==> src/hdl/mtc_pkg.sv <==
package mtc_pkg;

   // ---------------------------------------------------------------
   // register map (word index on the register port)
   // ---------------------------------------------------------------
   localparam logic [3:0] ADDR_CTRL = 4'h0;
   localparam logic [3:0] ADDR_COUNT = 4'h1;
   localparam logic [3:0] ADDR_RELOAD_A = 4'h2;
   localparam logic [3:0] ADDR_RELOAD_B = 4'h3;

   // ---------------------------------------------------------------
   // control register fields
   // ---------------------------------------------------------------
   localparam int CTRL_MODE3 = 7;
   localparam int CTRL_MODE2 = 6;
   localparam int CTRL_MODE1 = 5;
   localparam int CTRL_RUN = 4;
   localparam int CTRL_PNDA = 3;
   localparam int CTRL_ENA = 2;
   localparam int CTRL_PNDB = 1;
   localparam int CTRL_ENB = 0;

   // ---------------------------------------------------------------
   // reset values
   // ---------------------------------------------------------------
   localparam logic [7:0] CTRL_RST = 8'h00;
   localparam logic [15:0] WORD_RST = 16'h0000;
   localparam logic [15:0] READ_IDLE = 16'h0000;

   // ---------------------------------------------------------------
   // operating modes
   // ---------------------------------------------------------------
   typedef enum logic [1:0] {
      MTC_PWM,
      MTC_EVT,
      MTC_CAP
   } mtc_mode_t;

endpackage

==> src/hdl/mtc_downcnt.sv <==
`timescale 1ns/10ps
`default_nettype none

// 16-bit down-counter, load has priority over decrement
module mtc_downcnt (
   input wire logic sys_clk,
   input wire logic reset,
   input wire logic load,
   input wire logic [15:0] load_val,
   input wire logic dec,
   output logic [15:0] count,
   output logic uflow
);

   typedef struct packed {
      logic [15:0] cnt;
   } mtc_cnt_t;

   mtc_cnt_t s_r;
   mtc_cnt_t s_nxt;

   always_comb begin
      s_nxt = s_r;
      if (load) begin
         s_nxt.cnt = load_val;
      end else if (dec) begin
         s_nxt.cnt = s_r.cnt - 16'h0001;
      end
   end

   always_ff @(posedge sys_clk) begin
      if (reset) begin
         s_r.cnt <= mtc_pkg::WORD_RST;
      end else begin
         s_r <= s_nxt;
      end
   end

   assign count = s_r.cnt;
   assign uflow = dec & (s_r.cnt == 16'h0000);

endmodule

`default_nettype wire

==> src/hdl/mtc_edge.sv <==
`timescale 1ns/10ps
`default_nettype none

// one-cycle rise and fall pulses from a synchronous input
module mtc_edge (
   input wire logic sys_clk,
   input wire logic reset,
   input wire logic sig,
   output logic rise,
   output logic fall
);

   typedef struct packed {
      logic prev;
      logic armed;
   } mtc_edge_t;

   mtc_edge_t s_r;
   mtc_edge_t s_nxt;

   always_comb begin
      s_nxt = s_r;
      s_nxt.prev = sig;
      s_nxt.armed = 1'b1;
   end

   always_ff @(posedge sys_clk) begin
      if (reset) begin
         s_r <= '0;
      end else begin
         s_r <= s_nxt;
      end
   end

   // not armed in the first cycle after reset: avoids a false edge
   assign rise = s_r.armed & sig & ~s_r.prev;
   assign fall = s_r.armed & ~sig & s_r.prev;

endmodule

`default_nettype wire

==> src/hdl/mtc_timer.sv <==
`timescale 1ns/10ps
`default_nettype none

// Operation
// - event mode: pin B rise sets pending B when enable B is set
// - event mode: pin A never driven
// - capture mode: counter decrements every cycle
// - capture edges copy count to A/B
// - register reads never pause the count
// - edge polarity set by the mode code: pin A falls on x11, pin B falls on all but 010
// - capture edges set pending A/B
// - enable A/B gate interrupts, 1 enables
// - capture underflow sets run/underflow flag
// - capture underflow shares interrupt A
// - run flag starts/stops in PWM/event
// - 00x event count, underflow A, pin B
// - capture codes 010, 110, 011 (111)
// - event underflow sets pending A
// - PWM reloads A first, then B, A...
// - 16-bit down-counter, two 16-bit registers
module mtc_timer (
   input wire logic sys_clk,
   input wire logic reset,
   input wire logic [3:0] reg_addr,
   input wire logic [15:0] reg_wdata,
   input wire logic reg_wr,
   input wire logic reg_rd,
   output logic [15:0] reg_rdata,
   input wire logic timer_pin_a_i,
   output logic timer_pin_a_o,
   output logic timer_pin_a_oe,
   input wire logic timer_pin_b,
   output logic irq_a,
   output logic irq_b
);

   // ---------------------------------------------------------------
   // state
   // ---------------------------------------------------------------
   typedef struct packed {
      logic [7:0] ctrl;
      logic [15:0] reload_capture_reg_a;
      logic [15:0] reload_capture_reg_b;
      logic sel_b;
      logic pwm_out;
      logic [15:0] rdata;
   } mtc_state_t;

   mtc_state_t s_r;
   mtc_state_t s_nxt;

   mtc_pkg::mtc_mode_t mode;
   logic mode_sel_bit3;
   logic mode_sel_bit2;
   logic mode_sel_bit1;
   logic run_or_underflow_flag;
   logic pending_flag_a;
   logic pending_flag_b;
   logic irq_enable_a;
   logic irq_enable_b;
   logic rise_a;
   logic fall_a;
   logic rise_b;
   logic fall_b;
   logic edge_a_neg;
   logic edge_b_neg;
   logic cap_ev_a;
   logic cap_ev_b;
   logic cnt_wr;
   logic cnt_dec;
   logic cnt_load;
   logic [15:0] cnt_load_val;
   logic [15:0] count;
   logic cnt_uflow;
   logic uf;
   logic set_pnda;
   logic set_pndb;
   logic pwm_toggle;

   assign mode_sel_bit3 = s_r.ctrl[mtc_pkg::CTRL_MODE3];
   assign mode_sel_bit2 = s_r.ctrl[mtc_pkg::CTRL_MODE2];
   assign mode_sel_bit1 = s_r.ctrl[mtc_pkg::CTRL_MODE1];
   assign run_or_underflow_flag = s_r.ctrl[mtc_pkg::CTRL_RUN];
   assign pending_flag_a = s_r.ctrl[mtc_pkg::CTRL_PNDA];
   assign irq_enable_a = s_r.ctrl[mtc_pkg::CTRL_ENA];
   assign pending_flag_b = s_r.ctrl[mtc_pkg::CTRL_PNDB];
   assign irq_enable_b = s_r.ctrl[mtc_pkg::CTRL_ENB];

   // ---------------------------------------------------------------
   // mode decode
   // ---------------------------------------------------------------
   always_comb begin
      case ({mode_sel_bit3, mode_sel_bit2})
         2'b10: mode = mtc_pkg::MTC_PWM;
         2'b00: mode = mtc_pkg::MTC_EVT;
         2'b01, 2'b11: mode = mtc_pkg::MTC_CAP;
         default: mode = mtc_pkg::MTC_EVT;
      endcase
   end

   // 101 toggles the pin, 100 leaves it alone
   assign pwm_toggle = (mode == mtc_pkg::MTC_PWM) & mode_sel_bit1;

   // ---------------------------------------------------------------
   // pin edges
   // ---------------------------------------------------------------
   mtc_edge u_edge_a (
      .sys_clk(sys_clk),
      .reset(reset),
      .sig(timer_pin_a_i),
      .rise(rise_a),
      .fall(fall_a)
   );

   mtc_edge u_edge_b (
      .sys_clk(sys_clk),
      .reset(reset),
      .sig(timer_pin_b),
      .rise(rise_b),
      .fall(fall_b)
   );

   // pin A falls on x11, pin B falls on all but 010
   assign edge_a_neg = mode_sel_bit1;
   assign edge_b_neg = mode_sel_bit3 | mode_sel_bit1;
   assign cap_ev_a = (mode == mtc_pkg::MTC_CAP) & (edge_a_neg ? fall_a : rise_a);
   assign cap_ev_b = (mode == mtc_pkg::MTC_CAP) & (edge_b_neg ? fall_b : rise_b);

   // ---------------------------------------------------------------
   // counter
   // ---------------------------------------------------------------
   assign cnt_wr = reg_wr & (reg_addr == mtc_pkg::ADDR_COUNT);

   always_comb begin
      case (mode)
         mtc_pkg::MTC_CAP: cnt_dec = 1'b1;
         mtc_pkg::MTC_PWM: cnt_dec = run_or_underflow_flag;
         mtc_pkg::MTC_EVT: cnt_dec = run_or_underflow_flag & rise_a;
         default: cnt_dec = 1'b0;
      endcase
   end

   // a software write to the count replaces that cycle's step
   assign uf = cnt_uflow & ~cnt_wr;

   // capture mode simply wraps; the others reload on underflow
   assign cnt_load_val = (mode == mtc_pkg::MTC_PWM && s_r.sel_b) ? s_r.reload_capture_reg_b
      : s_r.reload_capture_reg_a;
   assign cnt_load = cnt_wr | (uf & (mode != mtc_pkg::MTC_CAP));

   mtc_downcnt u_cnt (
      .sys_clk(sys_clk),
      .reset(reset),
      .load(cnt_load),
      .load_val(cnt_wr ? reg_wdata : cnt_load_val),
      .dec(cnt_dec),
      .count(count),
      .uflow(cnt_uflow)
   );

   // ---------------------------------------------------------------
   // pending sources
   // ---------------------------------------------------------------
   always_comb begin
      set_pnda = 1'b0;
      set_pndb = 1'b0;
      case (mode)
         mtc_pkg::MTC_PWM: begin
            set_pnda = uf & ~s_r.sel_b;
            set_pndb = uf & s_r.sel_b;
         end
         mtc_pkg::MTC_EVT: begin
            set_pnda = uf;
            set_pndb = irq_enable_b & rise_b;
         end
         mtc_pkg::MTC_CAP: begin
            set_pnda = cap_ev_a;
            set_pndb = cap_ev_b;
         end
         default: set_pnda = 1'b0;
      endcase
   end

   // ---------------------------------------------------------------
   // register file and next state
   // ---------------------------------------------------------------
   always_comb begin
      s_nxt = s_r;
      s_nxt.rdata = mtc_pkg::READ_IDLE;
      // reads have no side effects on the count
      if (reg_rd) begin
         case (reg_addr)
            mtc_pkg::ADDR_CTRL: s_nxt.rdata = {8'h00, s_r.ctrl};
            mtc_pkg::ADDR_COUNT: s_nxt.rdata = count;
            mtc_pkg::ADDR_RELOAD_A: s_nxt.rdata = s_r.reload_capture_reg_a;
            mtc_pkg::ADDR_RELOAD_B: s_nxt.rdata = s_r.reload_capture_reg_b;
            default: s_nxt.rdata = mtc_pkg::READ_IDLE;
         endcase
      end
      if (reg_wr) begin
         case (reg_addr)
            mtc_pkg::ADDR_CTRL: s_nxt.ctrl = reg_wdata[7:0];
            mtc_pkg::ADDR_RELOAD_A: s_nxt.reload_capture_reg_a = reg_wdata;
            mtc_pkg::ADDR_RELOAD_B: s_nxt.reload_capture_reg_b = reg_wdata;
            default: s_nxt.rdata = s_nxt.rdata;
         endcase
      end
      // hardware sets after the write: a set never gets lost
      if (set_pnda) begin
         s_nxt.ctrl[mtc_pkg::CTRL_PNDA] = 1'b1;
      end
      if (set_pndb) begin
         s_nxt.ctrl[mtc_pkg::CTRL_PNDB] = 1'b1;
      end
      if (mode == mtc_pkg::MTC_CAP && uf) begin
         s_nxt.ctrl[mtc_pkg::CTRL_RUN] = 1'b1;
      end
      // captures beat a same-cycle write to the holder
      if (cap_ev_a) begin
         s_nxt.reload_capture_reg_a = count;
      end
      if (cap_ev_b) begin
         s_nxt.reload_capture_reg_b = count;
      end
      // reload order restarts from A whenever PWM is stopped
      if (mode != mtc_pkg::MTC_PWM || !run_or_underflow_flag) begin
         s_nxt.sel_b = 1'b0;
      end else if (uf) begin
         s_nxt.sel_b = ~s_r.sel_b;
      end
      if (pwm_toggle && uf) begin
         s_nxt.pwm_out = ~s_r.pwm_out;
      end
   end

   always_ff @(posedge sys_clk) begin
      if (reset) begin
         s_r.ctrl <= mtc_pkg::CTRL_RST;
         s_r.reload_capture_reg_a <= mtc_pkg::WORD_RST;
         s_r.reload_capture_reg_b <= mtc_pkg::WORD_RST;
         s_r.sel_b <= 1'b0;
         s_r.pwm_out <= 1'b0;
         s_r.rdata <= mtc_pkg::READ_IDLE;
      end else begin
         s_r <= s_nxt;
      end
   end

   // ---------------------------------------------------------------
   // outputs
   // ---------------------------------------------------------------
   assign reg_rdata = s_r.rdata;
   assign timer_pin_a_o = s_r.pwm_out;
   // pin A is the count input in event mode, so never drive it there
   assign timer_pin_a_oe = pwm_toggle;
   assign irq_a = irq_enable_a & (pending_flag_a |
      ((mode == mtc_pkg::MTC_CAP) & run_or_underflow_flag));
   assign irq_b = irq_enable_b & pending_flag_b;
endmodule

`default_nettype wire

==> config.mk <==
export PLATFORM = sky130hd
export DESIGN_NAME = mtc_timer
export DESIGN_NICKNAME = d
export VERILOG_FILES = /design/src/hdl/mtc_pkg.sv /design/src/hdl/mtc_downcnt.sv /design/src/hdl/mtc_edge.sv /design/src/hdl/mtc_timer.sv
export SDC_FILE = /design/constraint.sdc
export NUM_CORES = 1
export LEC_CHECK = 0
export BUFFER_PORTS_ARGS = -buffer_cell sky130_fd_sc_hd__buf_2
export CORE_ASPECT_RATIO = 1.25
export CORE_MARGIN = 5
export CORE_UTILIZATION = 55
export DETAILED_ROUTE_END_ITERATION = 16
export GPL_ROUTABILITY_DRIVEN = 0
export HOLD_SLACK_MARGIN = 0.15
export PLACE_DENSITY = 0.8
export SETUP_SLACK_MARGIN = 0.2
export SLEW_MARGIN = 20
export SYNTH_ARGS = -nofsm -noshare
export SYNTH_HDL_FRONTEND = slang
export SYNTH_HIERARCHICAL = 1
export SYNTH_SLANG_ARGS = --single-unit
==> constraint.sdc <==
create_clock -name sys_clk -period 3.06 [get_ports sys_clk]
set_input_delay 0.459 -clock sys_clk [delete_from_list [all_inputs] [get_ports sys_clk]]
set_output_delay 0.459 -clock sys_clk [all_outputs]
set_load 0.02 [all_outputs]
==> results.toml <==
[power_and_ir_drop]
power_density_nw_per_um2 = 463
comb_power_share_pct = 7.6
p_int_w = 0.00162
p_leak_nw = 1.81
clockPowerShare_pct = 42.5
peakVddDrop_uv = 362
swShare_pct = 23.6
seqPwrFrac_pct = 49.9
p_sw_w = 0.000501

[global_route]
gr-usage-met1_pct = 31.1
grt_pass1_vias = 3971
antenna_found_initial = 0
top_usage_layer = "met2"
grt_max_degree = 64
met2_usage_pct = 41.4
grt_use_met3_pct = 4.23
track_usage_pct = 25.1
grt.overflow.total = 0
grt_pass1_wl_mm = 18.8

[timing]
fmax_ghz = 0.383
tns_ns = 0
period_needed_ns = 2.61
hold_viol = 0
tightest_slew_ns = 0.791
setup_violations = 0
timing.slew.headroom_pct = 47.1
setup_ws_ns = 0.449
clock_skew_ns = 0.0100
final-max-slew-violation-count = 0
period_share_pct = 85.3
rsz0062_at_grt = "no"

[floorplan]
die_height_microns = 107
start_util_pct = 56.3
io_pins = 46
core_sq_um = 7360
design.die.area_sq_um = 9370
die_x_microns = 87.6
core.rowCount = 35

[synthesis]
ys_top_cells_by_count = "nand2_1, dfxtp_1, nor2_1"
yosysMostFrequentCell = "nand2_1"
synth_top_area_cell = "dfxtp_1"
synth-edff-count = 0
yosysSeqAreaShare_pct = 37.7
synth.area.top_cells = "dfxtp_1, nand2_1, a311oi_1, mux2i_1, a21oi_1"
syn-instance-count = 515
ys_types = 45
ys_ff_latch = 78
synth-main-ff-cell = "dfxtp_1"
synth_top_area_share_pct = 37.7
async_flop_share_pct = 0
postSynthAreaPerCell_sq_um = 8.04
synth_nets = 542
synthesis.area_sq_um = 4140
yosysWarnings = 6

[worst_setup_path]
critPathSlowestCell = "dfxtp_1"
worst-path-max-fanout = 29
path_depth = 11
reg2reg_depth = 11
endpoint_kind = "flop"
rrSetupSlack_ns = 0.45
path_cells = "o21ai_0, nand2b_1, and4bb_2, nand4_1, nor3_1, inv_1, o21ai_2, buf_12, a211oi_1, a21oi_1, nor2_1"
cp_top_family = "simple AND/OR/NAND/NOR gates"
crit_type = "reg2reg"
cp.required_ns = 3.27
path_buf_inv = 2
slowest_delay_ns = 0.52
worstPathArrival_ns = 2.83
start_kind = "flop"

[cells_and_area]
area_growth_pct = 10.7
finalInstanceArea_sq_um = 4580
drive_above_1_share_pct = 16.6
fillers = 655
antennaDiodeCount = 0
fin_util_pct = 62.3
final_nets = 557

[clock_network]
hold_buffers = 0
cts_buffer_depth = 2
clockRootBuffer = "clkbuf_8"
h-tree-depth = 3
cts_resized = 0
cts_buffers = 9
clk_latency_ns = 0.36
cts_tree = "built"
cts.sinks = 78
post_cts_buffers = 0
clk_pin_slew_worst_paths_ns = 0.08

[routing]
drt_pass1_iterations = 5
wl_mm = 11.3
drc = 0
detail-route-antenna-nets = 0
drt_iter0_drc = 364
via_per_inst = 6.31
wl_per_cell_microns = 18.0
vias = 3958

[outcome]
outcome = "completed"

[placed_design]
dpl.hpwl_mm = 7.21
numPortBuffers = 45
placed_cell_area_sq_um = 4350
pre_cts_slack_ns = 0.346

[worst_hold_path]
hold_depth = 2
min_path_type = "in2reg"

[run]
cap_violations = 0
area by class of cell:
cell class | count | area, sq um | area share [%]
clock buffer | 13 | 169 | 3.68
clock inverter | 3 | 65.1 | 1.42
inverter | 17 | 63.8 | 1.39
multi-input combinational | 363 | 2250 | 49.1
sequential | 78 | 1560 | 34.1
tap | 92 | 115 | 2.51
timing repair buffer | 61 | 358 | 7.81
placed cells by master, fill, tap and decap left out, types with 2 or more instances in the layout:
cell        n
nor4b_4     3
nor2_1     44
nand2_1    88
xor2_1      5
nor4_1      3
a21oi_1    36
a211oi_1    2
dfxtp_1    78
nand3b_1    2
bufinv_16   2
and2_1      2
o21ai_2     2
inv_1      17
o21a_1     11
a311oi_1   32
nor2b_1     4
nor3_1      2
a22oi_1    24
buf_2      45
mux2i_1    22
o21ai_0    16
clkbuf_8   12
nand4_1     5
nor4_2      2
xnor2_1    12
buf_4      15
nand3_1    23
and3b_1     4
stage by stage:
step,instances,power (W),hold slack [ns]
6_report,627,0.00212,0.338
5_1_grt,627,0.00219,0.357
4_1_cts,627,0.00213,0.334
3_5_place_dp,611,0.00124,0.463
3_3_place_gp,611,0.00124,0.457
2_1_floorplan,515,0.00118,0.444
power groups by stage:
stage	combinational [W]	clock (W)	sequential, W
2_1_floorplan	0.000100	0	0.00108
3_3_place_gp	0.000153	0	0.00108
3_5_place_dp	0.000157	0	0.00108
4_1_cts	0.000158	0.000908	0.00106
5_1_grt	0.000177	0.000951	0.00106
6_report	0.000161	0.000903	0.00106
per-layer routing:
layer / vias to the layer above / routed length (microns)
met5: - / 0
met4: 0 / 375
met3: 46 / 1040
met2: 232 / 5420
met1: 1841 / 4430
li1: 1839 / -
state kept, by name, indices dropped and copies added, names as in the netlist, 2 cells and up:
| register | cells |
|---|---|
| u_cnt/count | 16 |
| u_edge_a/s_r | 2 |
| reg_rdata | 16 |
| u_edge_b/s_r | 2 |
| s_r | 33 |
cells by family after synthesis:
kind of cell	synth area share [%]
xor+xnor	3.60
fa+ha+maj	0.302
buf+inv	8.73
flops	37.7
simple gates	22.8
compound gates	21.3
mux	5.59
path summary, 6_finish.rpt:
check,end,startpoint
setup reg to reg,u_cnt/count[1]$_SDFFE_PP0P_,mode_sel_bit3$_SDFFE_PP0P_
hold / removal,u_edge_a/s_r[1]$_SDFF_PP0_,timer_pin_a_i
setup / recovery,u_cnt/count[1]$_SDFFE_PP0P_,mode_sel_bit3$_SDFFE_PP0P_
hold reg to reg,reg_rdata[11]$_SDFF_PP0_,s_r[45]$_SDFFE_PP0P_
Note: power is estimated with default switching activity, not from simulation.
